### config.mk
export PLATFORM = sky130hd
export DESIGN_NAME = front_panel_bus_control
export DESIGN_NICKNAME = d
export VERILOG_FILES = /design/src/verilog/panel_pkg.sv /design/src/verilog/debounce.sv /design/src/verilog/front_panel_bus_control.sv
export SDC_FILE = /design/constraint.sdc
export NUM_CORES = 1
export LEC_CHECK = 0
export ABC_AREA = 1
export BUFFER_PORTS_ARGS = -buffer_cell sky130_fd_sc_hd__buf_2
export CAP_MARGIN = 5
export CORE_UTILIZATION = 62
export DETAILED_ROUTE_END_ITERATION = 10
export PLACE_DENSITY = 0.87
export SLEW_MARGIN = 20
export SYNTH_ARGS = -nofsm -noshare
export SYNTH_HDL_FRONTEND = slang
export SYNTH_HIERARCHICAL = 1
export SYNTH_SLANG_ARGS = --single-unit
### constraint.sdc
create_clock -name clk_sys -period 4.2 [get_ports clk_sys]
set_input_delay 0.21 -clock clk_sys [delete_from_list [all_inputs] [get_ports clk_sys]]
set_output_delay 0.21 -clock clk_sys [all_outputs]
set_load 0.01 [all_outputs]
### src/verilog/panel_pkg.sv
package panel_pkg;

  localparam int CLK_MHZ = 200;
  localparam int GAP_TIME_NS = 1000;
  localparam int DSEL_TIME_NS = 10000;
  localparam int DEBOUNCE_TIME_NS = 5000;
  localparam int CLK_PERIOD_NS = 1000 / CLK_MHZ;
  localparam int GAP_CYCLES = GAP_TIME_NS / CLK_PERIOD_NS;
  localparam int DSEL_CYCLES = DSEL_TIME_NS / CLK_PERIOD_NS;
  localparam int DEBOUNCE_CYCLES = DEBOUNCE_TIME_NS / CLK_PERIOD_NS;
  localparam int CNT_W = 12;
  localparam logic [15:0] ADDR_RST = 16'h0000;
  localparam int ADDR_LO_POS = 0;
  localparam int ADDR_HI_POS = 8;

  typedef enum logic [1:0] {
    LD_IDLE = 2'b00,
    LD_LOW = 2'b01,
    LD_HIGH = 2'b10
  } load_state_e;

  typedef struct packed {
    logic [15:0] addr;
    logic common_memory_select;
    logic operation_request;
    logic write_line;
    logic write_strobe_pulse;
    logic mem_not_io;
  } bus_drive_s;

  typedef struct packed {
    logic run_lamp;
    logic step_lamp;
    logic master_lamp;
    logic slave_lamp;
    logic test_lamp;
  } lamps_s;

endpackage : panel_pkg

### src/verilog/debounce.sv
`timescale 1ns/1ps
`default_nettype none
module debounce
  import panel_pkg::*;
(
  input wire logic clk_sys,
  input wire logic sys_rst,
  input wire logic raw,
  output logic clean,
  output logic rise
);
  logic [CNT_W-1:0] cnt_q;
  logic stable_q;
  logic prev_q;

  // a level must hold for the full debounce time before it is accepted
  always_ff @(posedge clk_sys or posedge sys_rst) begin
    if (sys_rst) begin
      cnt_q <= '0;
      stable_q <= 1'b0;
    end else if (raw == stable_q) begin
      cnt_q <= '0;
    end else if (cnt_q == CNT_W'(DEBOUNCE_CYCLES - 1)) begin
      cnt_q <= '0;
      stable_q <= raw;
    end else begin
      cnt_q <= cnt_q + 1'b1;
    end
  end

  always_ff @(posedge clk_sys or posedge sys_rst) begin
    if (sys_rst) begin
      prev_q <= 1'b0;
    end else begin
      prev_q <= stable_q;
    end
  end

  assign clean = stable_q;
  assign rise = stable_q & ~prev_q;
endmodule : debounce
`default_nettype wire

### src/verilog/front_panel_bus_control.sv
// Behaviour
// - match needs 16 address bits plus memory-select
// - breakpoint switch gates match onto panel hold
// - scope sync is match AND operation request
// - two-stage mux: address byte, then data
// - enter picks data; sequencer picks address byte
// - access pauses CPUs, drives bus after run
// - load flop starts sequencer, low then high
// - step address and fire request gap pulse
// - enter fires data-select and request gap pulses
// - data-select drives mux, write and strobe
// - enter-next increments address before writing
// - memory-select and mem/io switches driven when accessing
// - debounced master/slave pulses release panel hold
// - interrupt or slave halt can revert slave
// - diagnostic flop set, cleared on master acknowledge
// - master test loads request address complemented, except in load states
// - jump pulse forwarded; destination preloaded
// - debounced reset switch drives bus reset
// - step flop frees one access, cleared trailing
// - panel hold is step hold AND request
// - second hold asserted at request trailing edge
// - step lamp on, run lamp off; master/slave lamps
`timescale 1ns/1ps
`default_nettype none
module front_panel_bus_control
  import panel_pkg::*;
(
  input wire logic clk_sys,
  input wire logic sys_rst,
  input wire logic [15:0] address_switch,
  input wire logic [7:0] data_switch,
  input wire logic common_memory_switch,
  input wire logic mem_io_switch,
  input wire logic breakpoint_switch,
  input wire logic access_switch,
  input wire logic load_press,
  input wire logic address_increment,
  input wire logic address_decrement,
  input wire logic enter_press,
  input wire logic enter_next_press,
  input wire logic set_master_raw,
  input wire logic set_slave_raw,
  input wire logic diagnostic_press,
  input wire logic master_test_switch,
  input wire logic jump_press,
  input wire logic reset_raw,
  input wire logic run_step_center,
  input wire logic step_press,
  input wire logic [15:0] bus_address,
  input wire logic bus_common_memory_select,
  input wire logic operation_request,
  input wire logic bus_run,
  input wire logic slave_request,
  input wire logic master_interrupt_pending,
  input wire logic slave_halted,
  input wire logic slave_enabled,
  input wire logic master_int_ack,
  output logic [7:0] switch_path,
  output logic scope_sync,
  output logic panel_hold,
  output logic second_hold,
  output logic pause_request,
  output bus_drive_s bus_drive,
  output logic bus_drive_oe,
  output logic diagnostic_interrupt,
  output logic jump_pulse,
  output logic bus_reset_o,
  output logic bus_reset_oe,
  output logic master_active,
  output lamps_s lamps,
  output logic [15:0] address_register
);
  logic [15:0] addr_q;
  logic match;
  logic operation_request_q;
  logic operation_request_fall;
  logic operation_request_rise;
  logic [CNT_W-1:0] gap_cnt_q;
  logic [CNT_W-1:0] dsel_cnt_q;
  logic data_select;
  logic gap_active;
  logic granted;
  logic load_flag_q;
  load_state_e ld_q;
  logic hi_sel;
  logic step_ff_q;
  logic ms_release_q;
  logic set_master_p;
  logic set_slave_p;
  logic reset_clean;
  logic slave_pending_q;
  logic next_pending_q;

  function automatic logic address_hit(input logic [15:0] a, input logic [15:0] s, input logic cm_a,
                                       input logic cm_s);
    address_hit = ((a ^ s) == 16'h0000) && (cm_a == cm_s);
  endfunction : address_hit

  ////////////////////////////////////////////////////////////////////////////
  // switch cleaning
  debounce u_db_master (.clk_sys, .sys_rst, .raw(set_master_raw), .clean(), .rise(set_master_p));
  debounce u_db_slave (.clk_sys, .sys_rst, .raw(set_slave_raw), .clean(), .rise(set_slave_p));
  debounce u_db_reset (.clk_sys, .sys_rst, .raw(reset_raw), .clean(reset_clean), .rise());

  ////////////////////////////////////////////////////////////////////////////
  // comparator and request edges
  assign match = address_hit(bus_address, address_switch, bus_common_memory_select, common_memory_switch);
  assign operation_request_fall = operation_request_q & ~operation_request;
  assign operation_request_rise = ~operation_request_q & operation_request;
  assign granted = access_switch & ~bus_run;
  assign data_select = dsel_cnt_q != '0;
  assign gap_active = gap_cnt_q != '0;
  assign hi_sel = ld_q == LD_LOW;

  always_ff @(posedge clk_sys or posedge sys_rst) begin
    if (sys_rst) begin
      operation_request_q <= 1'b0;
    end else begin
      operation_request_q <= operation_request;
    end
  end

  always_ff @(posedge clk_sys or posedge sys_rst) begin
    if (sys_rst) begin
      scope_sync <= 1'b0;
    end else begin
      scope_sync <= match & operation_request;
    end
  end

  ////////////////////////////////////////////////////////////////////////////
  // one-shots
  always_ff @(posedge clk_sys or posedge sys_rst) begin
    if (sys_rst) begin
      gap_cnt_q <= '0;
    end else if (granted && (address_increment || address_decrement || enter_press || enter_next_press)) begin
      gap_cnt_q <= CNT_W'(GAP_CYCLES);
    end else if (gap_active) begin
      gap_cnt_q <= gap_cnt_q - 1'b1;
    end
  end

  always_ff @(posedge clk_sys or posedge sys_rst) begin
    if (sys_rst) begin
      dsel_cnt_q <= '0;
    end else if (granted && (enter_press || next_pending_q)) begin
      dsel_cnt_q <= CNT_W'(DSEL_CYCLES);
    end else if (data_select) begin
      dsel_cnt_q <= dsel_cnt_q - 1'b1;
    end
  end

  always_ff @(posedge clk_sys or posedge sys_rst) begin
    if (sys_rst) begin
      next_pending_q <= 1'b0;
    end else begin
      next_pending_q <= granted & enter_next_press;
    end
  end

  ////////////////////////////////////////////////////////////////////////////
  // load sequencer
  always_ff @(posedge clk_sys or posedge sys_rst) begin
    if (sys_rst) begin
      load_flag_q <= 1'b0;
    end else if (granted && load_press) begin
      load_flag_q <= 1'b1;
    end else if (ld_q == LD_HIGH) begin
      load_flag_q <= 1'b0;
    end
  end

  always_ff @(posedge clk_sys or posedge sys_rst) begin
    if (sys_rst) begin
      ld_q <= LD_IDLE;
    end else begin
      unique case (ld_q)
        LD_IDLE: begin
          if (load_flag_q) begin
            ld_q <= LD_LOW;
          end
        end
        LD_LOW: ld_q <= LD_HIGH;
        LD_HIGH: ld_q <= LD_IDLE;
        default: ld_q <= LD_IDLE;
      endcase
    end
  end

  ////////////////////////////////////////////////////////////////////////////
  // address register
  always_ff @(posedge clk_sys or posedge sys_rst) begin
    if (sys_rst) begin
      addr_q <= ADDR_RST;
    end else if (ld_q == LD_LOW) begin
      addr_q[ADDR_LO_POS +: 8] <= switch_path;
    end else if (ld_q == LD_HIGH) begin
      addr_q[ADDR_HI_POS +: 8] <= switch_path;
    end else if (master_test_switch && operation_request_rise) begin
      addr_q <= ~bus_address;
    end else if (!master_test_switch && slave_request && operation_request_rise && load_flag_q) begin
      addr_q <= ~bus_address;
    end else if (granted && (address_increment || enter_next_press)) begin
      addr_q <= addr_q + 16'h0001;
    end else if (granted && address_decrement) begin
      addr_q <= addr_q - 16'h0001;
    end
  end

  always_ff @(posedge clk_sys or posedge sys_rst) begin
    if (sys_rst) begin
      address_register <= ADDR_RST;
    end else begin
      address_register <= addr_q;
    end
  end

  ////////////////////////////////////////////////////////////////////////////
  // switch multiplexer
  always_ff @(posedge clk_sys or posedge sys_rst) begin
    if (sys_rst) begin
      switch_path <= 8'h00;
    end else if (data_select || (granted && enter_press)) begin
      switch_path <= data_switch;
    end else begin
      switch_path <= hi_sel ? address_switch[ADDR_HI_POS +: 8] : address_switch[ADDR_LO_POS +: 8];
    end
  end

  ////////////////////////////////////////////////////////////////////////////
  // bus drive during access
  always_ff @(posedge clk_sys or posedge sys_rst) begin
    if (sys_rst) begin
      pause_request <= 1'b0;
      bus_drive_oe <= 1'b0;
      bus_drive <= '0;
    end else begin
      pause_request <= access_switch;
      bus_drive_oe <= granted;
      bus_drive.addr <= addr_q;
      bus_drive.common_memory_select <= common_memory_switch;
      bus_drive.mem_not_io <= mem_io_switch;
      bus_drive.operation_request <= granted & ~gap_active;
      bus_drive.write_line <= data_select;
      bus_drive.write_strobe_pulse <= data_select;
    end
  end

  ////////////////////////////////////////////////////////////////////////////
  // master/slave control
  always_ff @(posedge clk_sys or posedge sys_rst) begin
    if (sys_rst) begin
      master_active <= 1'b1;
      slave_pending_q <= 1'b0;
    end else if (set_master_p) begin
      master_active <= 1'b1;
      slave_pending_q <= 1'b0;
    end else if (set_slave_p) begin
      master_active <= ~(slave_enabled & ~master_interrupt_pending);
      slave_pending_q <= 1'b1;
    end else if (slave_pending_q && (master_interrupt_pending || slave_halted)) begin
      master_active <= 1'b1;
    end
  end

  always_ff @(posedge clk_sys or posedge sys_rst) begin
    if (sys_rst) begin
      ms_release_q <= 1'b0;
    end else begin
      ms_release_q <= set_master_p | set_slave_p;
    end
  end

  ////////////////////////////////////////////////////////////////////////////
  // diagnostic interrupt and jump
  always_ff @(posedge clk_sys or posedge sys_rst) begin
    if (sys_rst) begin
      diagnostic_interrupt <= 1'b0;
    end else if (diagnostic_press) begin
      diagnostic_interrupt <= 1'b1;
    end else if (master_int_ack) begin
      diagnostic_interrupt <= 1'b0;
    end
  end

  always_ff @(posedge clk_sys or posedge sys_rst) begin
    if (sys_rst) begin
      jump_pulse <= 1'b0;
    end else begin
      jump_pulse <= jump_press;
    end
  end

  ////////////////////////////////////////////////////////////////////////////
  // reset and stepping
  always_ff @(posedge clk_sys or posedge sys_rst) begin
    if (sys_rst) begin
      bus_reset_o <= 1'b0;
      bus_reset_oe <= 1'b0;
    end else begin
      bus_reset_o <= reset_clean;
      bus_reset_oe <= reset_clean;
    end
  end

  always_ff @(posedge clk_sys or posedge sys_rst) begin
    if (sys_rst) begin
      step_ff_q <= 1'b0;
    end else if (step_press) begin
      step_ff_q <= 1'b1;
    end else if (operation_request_fall) begin
      step_ff_q <= 1'b0;
    end
  end

  always_ff @(posedge clk_sys or posedge sys_rst) begin
    if (sys_rst) begin
      panel_hold <= 1'b0;
      second_hold <= 1'b0;
    end else begin
      panel_hold <= ((run_step_center & ~step_ff_q & operation_request)
                     | (breakpoint_switch & match & operation_request)) & ~ms_release_q;
      if (!run_step_center || step_press) begin
        second_hold <= 1'b0;
      end else if (operation_request_fall) begin
        second_hold <= 1'b1;
      end
    end
  end

  always_ff @(posedge clk_sys or posedge sys_rst) begin
    if (sys_rst) begin
      lamps <= '0;
    end else begin
      lamps.run_lamp <= ~run_step_center;
      lamps.step_lamp <= run_step_center;
      lamps.master_lamp <= master_active;
      lamps.slave_lamp <= ~master_active;
      lamps.test_lamp <= master_test_switch;
    end
  end
endmodule : front_panel_bus_control
`default_nettype wire

### After elaboration in Yosys (flattened, before gate mapping)

Cells that the tools add are included.
W data, S select, Z words.

* $add $sub $neg: 7
* bitwise logic cells: 34
* reduce and logical (&&, ||, !) cells: 41
* mux-type cells: 34
* eq/ne operators: 11

Operators by type and width (count)
* $mux W12: 10
* $mux W16: 4
* $mux W8: 5
* $add A12 B1 Y12 const B: 3
* $eq A12 B10 Y1 const B: 3
* $reduce_bool A12 Y1: 2
* $sub A12 B1 Y12 const B: 2
* $add A16 B1 Y16 const B: 1
* $logic_not A16 Y1: 1
* $not A1 Y1: 16
* $not A16 Y16: 1
* $sub A16 B1 Y16 const B: 1
* $xor A16 B16 Y16: 1
* $and A1 B1 Y1: 14
* $reduce_bool A2 Y1: 7
* $mux W1: 13
* $logic_and A1 B1 Y1: 12
* $reduce_and A2 Y1: 5
* $reduce_bool A5 Y1: 2
* $logic_or A1 B1 Y1: 8
* $eq A1 B1 Y1: 4
* $ne A2 B2 Y1 const B: 2
* $pmux W2 S2: 1
* $reduce_bool A3 Y1: 1
* other kinds (6): 8

* input bits: 67
* register bits: 131
* logic and storage cells: 166

### Longest topological paths before layout

Gate-level depths: netlist of run 1.

* depth after elaboration: 9
* depth in mapped cells: 16

### Hierarchy

The synthesis of run 1 kept the hierarchy.

By module, submodules not included
* front_panel_bus_control: times used 1, sequential area each 2253.4 um^2, area an instance 5446.5 um^2, cells each 714
* debounce: times used 3, sequential area each 350.3 um^2, area an instance 763.2 um^2, cells each 93

### Worst setup path before layout of run 1

Ideal clock, no wire load.

* path type: input to register
* start point: in access_switch
* end point: reg addr_q[15]
* path buffers: 0
* required time: 4.078 ns
* arrival: 1.873 ns
* setup time: 0.122 ns
* stages on the path: 15
* slack: 2.204 ns
* cell sequence: inv_1 -> nor2_4 -> inv_4 -> nor2_4 -> inv_2 -> ha_1 -> or2_2 -> nand3_1 -> nand2_1 -> nand2_1 -> nand2_1 -> nand2_1 -> nand3_1 -> nand2_1 -> a21oi_1

* word-level cells in the longest chain between the ends: 6
* elaborated cells on any way between the ends: 9
* classes of those cells: mux (4); bitwise (1); reduce/logical (4)

Ends and longest elaborated chain
* start, declared: line front_panel_bus_control.sv:36 `input wire logic access_switch,`
* $and A1 B1 Y1 *: line front_panel_bus_control.sv:111 `assign granted = access_switch & ~bus_run;`
* named net granted: line front_panel_bus_control.sv:83 `logic granted;`
* $logic_and A1 B1 Y1: line front_panel_bus_control.sv:204 `end else if (granted && (address_increment || enter_next_press)) begin`
* $mux W16: line front_panel_bus_control.sv:204
* $mux W16: line front_panel_bus_control.sv:202 `end else if (!master_test_switch && slave_request && operation_request_rise && load_flag_q) begin`
* $mux W16: line front_panel_bus_control.sv:200 `end else if (master_test_switch && operation_request_rise) begin`
* $mux W8: line front_panel_bus_control.sv:198 `end else if (ld_q == LD_HIGH) begin`
* end signal, assigned by index: line front_panel_bus_control.sv:199 `addr_q[ADDR_HI_POS +: 8] <= switch_path;`
* end signal, assigned: line front_panel_bus_control.sv:201 `addr_q <= ~bus_address;`
* end signal, assigned: line front_panel_bus_control.sv:203 `addr_q <= ~bus_address;`
* end, declared: line front_panel_bus_control.sv:74 `logic [15:0] addr_q;`

The timed path passes the listed nets; every way through them passes the cells marked *.
A chain may end at the register's enable or synchronous reset.

### Worst setup path after layout of run 1

* start point: in access_switch
* end point: reg addr_q[13]

The elaborated chain is that of the path after synthesis.

==> results of run 1 <==
[stage by stage]
stage,cells,area (um2)
4_1_cts,1309,9180
5_1_grt,1309,9180
6_report,1309,9180
3_3_place_gp,1260,8360
2_1_floorplan,990,7700
3_5_place_dp,1260,8360
[worst min-delay path by stage]
stage,startpoint,cells after the start,slack (ps),end
finish,data_switch[0],3,20,switch_path[0]
global route,data_switch[0],3,8,switch_path[0]
CTS,data_switch[3],3,20,switch_path[3]
detailed placement,sys_rst,2,310,u_db_reset/clean
global placement,sys_rst,2,310,u_db_reset/cnt_q[7]
floorplan,sys_rst,1,90,u_db_reset/clean
[routing by layer]
layer,GRT usage,up-vias,routed length [um]
met2,0.533,358,9620
li1,-,3396,-
met3,0.0967,76,1690
met5,0,-,13
met1,0.378,3298,7430
met4,0.185,2,804
[what timing repair did]
action | 4_1_cts | 5_1_grt
hold endpoints to repair | 114 | 0
hold buffers | 17 | 0
setup buffers | 0 | 0
[critical path, cell delays in order]
cell           delay, ps
dlygate4sd3_1        520
buf_2                120
inv_1                 60
nor2_4               180
inv_4                 80
nor2_4               140
inv_2                180
ha_1                 380
or2_2                320
nand3b_1             120
nand2_1              110
nand2_1              120
nand2_1               60
nand2_1               70
nand3_1               70
nand2_1               70
a21oi_1               50
[report_power, final]
| group | leakage [nW] | internal [mW] | switching [mW] |
|---|---|---|---|
| Sequential | 1.60 | 1.51 | 0.203 |
| Combinational | 2.78 | 0.719 | 1.22 |
| Clock | 0.310 | 1.08 | 0.538 |
| Total | 4.68 | 3.31 | 1.96 |
[flip-flops by register name, indices dropped and copies added, names as in the netlist, 2 cells and up]
signal             cells
switch_path            8
u_db_reset/cnt_q      12
dsel_cnt_q            12
addr_q                16
lamps                  5
u_db_slave/cnt_q      12
bus_drive             20
gap_cnt_q             12
ld_q                   2
u_db_master/cnt_q     12
[final cells by class]
| class | count | area [um2] |
|---|---|---|
| clock buffer | 22 | 464 |
| clock inverter | 10 | 180 |
| multi-input combinational | 676 | 3630 |
| tap | 168 | 210 |
| timing repair buffer | 145 | 816 |
| fill | 841 | 2880 |
| inverter | 157 | 597 |
| sequential | 131 | 3280 |
==> metrics.md, run 1 <==
| Metric | Value |
|---|---|
| Antenna cells | 0 |
| Worst Skew | 8.89 ps |
| Peak supply drop | 0.375 mV |
| Mapped Area | between 7000 and 8000 um2 |
| Ports | ~130 |
| Clock Latency Late Sink | 430 ps |
| Clock root buffer master | clkbuf_16 |
| Port Buffers | between 100 and 150 |
| Dpl hpwl | 13800 um |
| All-Layer GR Usage | 0.324 |
| Die footprint | 12900 um2 |
| Fin. Hold Viols | 0 |
| Hold/Removal Path Class | input port to register |
| Startpoint Class | input port |
| Die width | 113 um |
| Initial core utilization | 0.639 |
| Critical Path Sink | addr_q[13] |
| Share of cells above drive strength 1 | 0.209 |
| Tcrit/Tclk final | 0.609 |
| RD Place Congestion | 0.946 |
| Starting DRC count in detailed routing | ~660 |
| Utilization after layout | 0.761 |
| Detailed-route via count | 7130 |
| H-tree depth | 4 |
| Worst setup margin | 1640 ps |
| Initial antenna violation count | 1 |
| Via density | around 5.4 |
| Power Density | 575 nW/um2 |
| Sink Count | 131 |
| Commonest non-fill, non-tap cell in the layout | nand2_1 |
| Commonest non-fill, non-tap cells in the layout | nand2_1, inv_1, dfrtp_1 |
| Leak | 4.68 nW |
| Vias in the first global route | approximately 6900 |
| Maximum clock path buffer count | 2 |
| Status | finished clean |
| Critical path type | input port to register |
| Syn nets | 1082 |
| Mean area per synthesized cell | slightly below 8 um2 |
| CTS clk-pin slew, worst paths | 60 ps |
| Critical Path Start | access_switch |
| First-pass GRT wire length | between 30000 and 40000 um |
| Layout area overhead | 19.1% |
| Total gr overflow | 0 |
| DR DRC count | 0 |
| Critical Path AT | around 2900 ps |
| Final Critical Period | 2560 ps |
| TNS Setup | 0 ps |
| Achievable Freq | 391 MHz |
| Maxcap violations | 0 |
| RSZ-0062 raised after global routing | false |
| Wire per inst | 14.9 um |
| TritonCTS Buffers | 17 |
| CP endpoint kind | register |
| Max Slew Vio Count | 0 |
| Final Total Pwr | 5.27 mW |
| Slew @ Worst Pin | 739 ps |
| Synth Instances | 990 |
| Worst Reg-to-Reg Cells | 10 |
| Pin count of the biggest net entering global routing | 59 |
| CTS resizes | 0 |
| Core Region | around 12000 um2 |
| Hold_ws | 19.2 ps |
| CP Max Fanout | 18 |
| Final WL | 19600 um |
| Final setup vio count | 0 |
| RR Endpoint | addr_q[4] |
| DP Worst Slack | about 1800 ps |
| CTS tree | built |
| Data required time of the worst path | 4510 ps |
| Routed Antenna Nets | 0 |
| Vert. Die Dim | 113 um |
| YS warnings | 6 |
| Row count | 40 |
| First-pass iteration count of the detailed router | 7 |
| Worst r2r src | addr_q[0] |
| Slew headroom | 0.507 |
| Nets | about 1200 |
| Flop2flop setup slack | 2180 ps |
Power figures use the tool's default switching activity.
==> run 2, diff against run 1 <==
--- a/config.mk
+++ b/config.mk
@@ -8,9 +8,9 @@
 export ABC_AREA = 1
 export BUFFER_PORTS_ARGS = -buffer_cell sky130_fd_sc_hd__buf_2
 export CAP_MARGIN = 5
-export CORE_UTILIZATION = 62
+export CORE_UTILIZATION = 52
 export DETAILED_ROUTE_END_ITERATION = 10
-export PLACE_DENSITY = 0.87
+export PLACE_DENSITY = 0.77
 export SLEW_MARGIN = 20
 export SYNTH_ARGS = -nofsm -noshare
 export SYNTH_HDL_FRONTEND = slang
==> constraint.sdc (replaced) <==
create_clock -name clk_sys -period 2.3 [get_ports clk_sys]
set_input_delay 0.115 -clock clk_sys [delete_from_list [all_inputs] [get_ports clk_sys]]
set_output_delay 0.115 -clock clk_sys [all_outputs]
set_load 0.01 [all_outputs]
==> run 2 against run 1 <==
  * Non-clock buffer count grew 20
  * Sequential share of layout area decreased by 1.4 points
  * Routed wire length fell by 2.0%
  * Via count down 2.1%
  * Flip-flop and latch count unchanged
  * Critical path depth rose by 1
  * Register-to-register slack got worse by 1800 ps
  * Cell area rose by 4.1%
  * Global-route usage fell by 6.1 points
  * Setup slack got worse by 1500 ps
  * Clock skew is 2.3 ps lower
  * Final cell count increased by 3.0%
  * Highest routed layer unchanged
==> metrics.md, run 2 (same netlist as run 1, synthesis figures left out) <==
| Metric | Value |
|---|---|
| Status | finished clean (unchanged) |
| Critical Path AT | 2500 ps (was 2870 ps) |
| Tcrit/Tclk final | 0.952 |
| RSZ-0062 raised after global routing | true (was false) |
| Row count | 44 (was 40) |
| Final setup vio count | 0 (unchanged) |
| Initial core utilization | 0.532 (was 0.639) |
| Non-Filler Instances | 1348 (was 1309) |
| Die width | 124 um (was 113 um) |
| Register area | 3280 um2 (unchanged) |
| CP Cell Sequence | dlygate4sd3_1, buf_2, nor2_4, inv_4, nor2_4, buf_12, clkinv_8, ha_1, nand2_1, nand2_1, nand2_2, nand3_2, nand2_1, nand2_1, nand2_1, nand3_1, nand2_1, a21oi_1 (was dlygate4sd3_1, buf_2, inv_1, nor2_4, inv_4, nor2_4, inv_2, ha_1, or2_2, nand3b_1, nand2_1, nand2_1, nand2_1, nand2_1, nand3_1, nand2_1, a21oi_1) |
| Multi-input logic area | 3790 um2 (was 3630 um2) |
| CTS tree | built (unchanged) |
| CP endpoint kind | register (unchanged) |
| Max incr delay on CP | 540 ps (was 520 ps) |
| Starting DRC count in detailed routing | 478 (was 659) |
| Top reg by flops | bus_drive (unchanged) |
| Clock root buffer master | clkbuf_16 (unchanged) |
| Total gr overflow | 0 (unchanged) |
| Hold/Removal Path Class | input port to register (unchanged) |
| Leak | 4.77 nW (was 4.68 nW) |
| Slew headroom | 0.632 (was 0.507) |
| H-tree depth | 4 (unchanged) |
| Ports | 127 (unchanged) |
| Worst path top cell family by delay | simple AND/OR/NAND/NOR gates (unchanged) |
| Nets | 1241 (was 1220) |
| Layout area overhead | 24.1% (was 19.1%) |
| Commonest non-fill, non-tap cells in the layout | nand2_1, inv_1, dfrtp_1 (unchanged) |
| Clock Latency Late Sink | 440 ps (was 430 ps) |
| Achievable Freq | 457 MHz |
| CTS clk-pin slew, worst paths | 60 ps (about the same) |
| Final Critical Period | ~2200 ps |
| Via density | 5.18 (was 5.45) |
| Peak supply drop | 0.686 mV (was 0.375 mV) |
| Final WL | 19200 um (was 19600 um) |
| First-pass GRT wire length | 30200 um (was 32000 um) |
| Maxcap violations | 0 (unchanged) |
| Max stage delay cell, worst path | dlygate4sd3_1 (unchanged) |
| Max Slew Vio Count | 0 (unchanged) |
| Final Total Pwr | 9.80 mW (was 5.27 mW) |
| Die footprint | 15300 um2 (was 12900 um2) |
| Routed Antenna Nets | 0 (unchanged) |
| Data required time of the worst path | 2610 ps (was 4510 ps) |
| Detailed-route via count | 6983 (was 7130) |
| Maximum clock path buffer count | 2 (unchanged) |
| Wire per inst | 14.2 um (was 14.9 um) |
| TritonCTS Buffers | 17 (unchanged) |
| Critical Path Most Common Cell | nand2_1 (unchanged) |
| Fill cell count | 1187 (was 841) |
| Commonest non-fill, non-tap cell in the layout | nand2_1 (unchanged) |
| Startpoint Class | input port (unchanged) |
| TNS Setup | 0 ps (unchanged) |
| Critical path type | input port to register (unchanged) |
| Worst Skew | 6.57 ps (was 8.89 ps) |
| Pin count of the biggest net entering global routing | 32 (was 59) |
| Sink Count | 131 (unchanged) |
| Power Density | 1030 nW/um2 (was 575 nW/um2) |
| Fin. Hold Viols | 0 (unchanged) |
| Largest registers | bus_drive x20, addr_q x16 (unchanged) |
| All-Layer GR Usage | 0.263 (was 0.324) |
| RD Place Congestion | 0.922 (was 0.946) |
| Share of cells above drive strength 1 | 0.232 (was 0.209) |
| Core Region | 14500 um2 (was 12100 um2) |
| Initial antenna violation count | 2 (was 1) |
| CP Max Fanout | 9 (was 18) |
| Vert. Die Dim | 124 um (was 113 um) |
| Utilization after layout | 0.660 (was 0.761) |
| DR DRC count | 0 (unchanged) |
| Port Buffers | 126 (unchanged) |
| Inst Count DP | 1281 (was 1260) |
| First-pass iteration count of the detailed router | 5 (was 7) |
| Max reg flops | 20 (unchanged) |
| Dpl hpwl | 13700 um (was 13800 um) |
| Slew @ Worst Pin | 551 ps (was 739 ps) |
| Vias in the first global route | 6444 (was 6924) |
| WP buf/inv | 5 (unchanged) |
[run 2: cell types whose count changed in the layout (fill, tap and decap cells not counted), moves of 4 or more]
| cell | previous run | this run |
|---|---|---|
| buf_4 | 2 | 7 |
| clkinvlp_4 | 2 | 6 |
| dlygate4sd3_1 | 17 | 31 |
| ha_1 | 24 | 14 |
| ha_4 | 0 | 8 |
| nand2_1 | 234 | 230 |
| nand2_2 | 6 | 10 |
[run 2: per-stage QoR]
step           cell area [um2]  hold slack [ps]  setup WS, ps
2_1_floorplan             7710            -8.04           399
3_3_place_gp              8420              190           159
3_5_place_dp              8420              193           109
4_1_cts                   9350             13.7          14.8
5_1_grt                   9550             19.7         -37.3
6_report                  9560             13.0           110
[run 2: worst paths after layout]
path / from / slack, ps / endpoint / depth (start not counted)
min in group asynchronous: sys_rst / 280 / panel_hold / 3
max in group asynchronous: sys_rst / 1300 / addr_q[2] / 4
worst max register to register: operation_request_q / 420 / addr_q[1] / 9
worst max-delay path: bus_run / 110 / addr_q[10] / 18
worst min register to register: ms_release_q / 420 / panel_hold / 1
worst min-delay path: breakpoint_switch / 10 / panel_hold / 3
[run 2: cell type report]
type                            count  area share
Multi-Input combinational cell    676       0.397
Sequential cell                   131       0.343
Timing Repair Buffer              165       0.106
Inverter                          157      0.0639
Clock buffer                       19      0.0453
Tap cell                          184      0.0241
Clock inverter                     13      0.0194
Timing Repair inverter              1    0.000916
Antenna cell                        2    0.000524
[run 2: routing by layer]
metal	GRT usage	part of all wire	up-vias
met3	0.0691	0.068	50
met1	0.322	0.41	3226
met4	0.113	0.027	2
met5	0	0.00042	-
li1	-	-	3446
met2	0.436	0.49	259
[run 2: power breakdown]
group	switching, mW	internal [mW]	total (mW)
Combinational	2.31	1.50	3.81
Clock	1.02	1.81	2.83
Sequential	0.394	2.76	3.16
Total	3.72	6.07	9.80
[run 2: tightest hold or removal path, cell delays in order]
cell     delay [ps]
buf_2           100
nand3_1         120
a21oi_1          80
[run 2: timing repair]
action                     CTS  global route
resized for setup            0            33
setup buffers                0             1
setup endpoints to repair    0            13
hold buffers                31             0
hold endpoints to repair    84             0
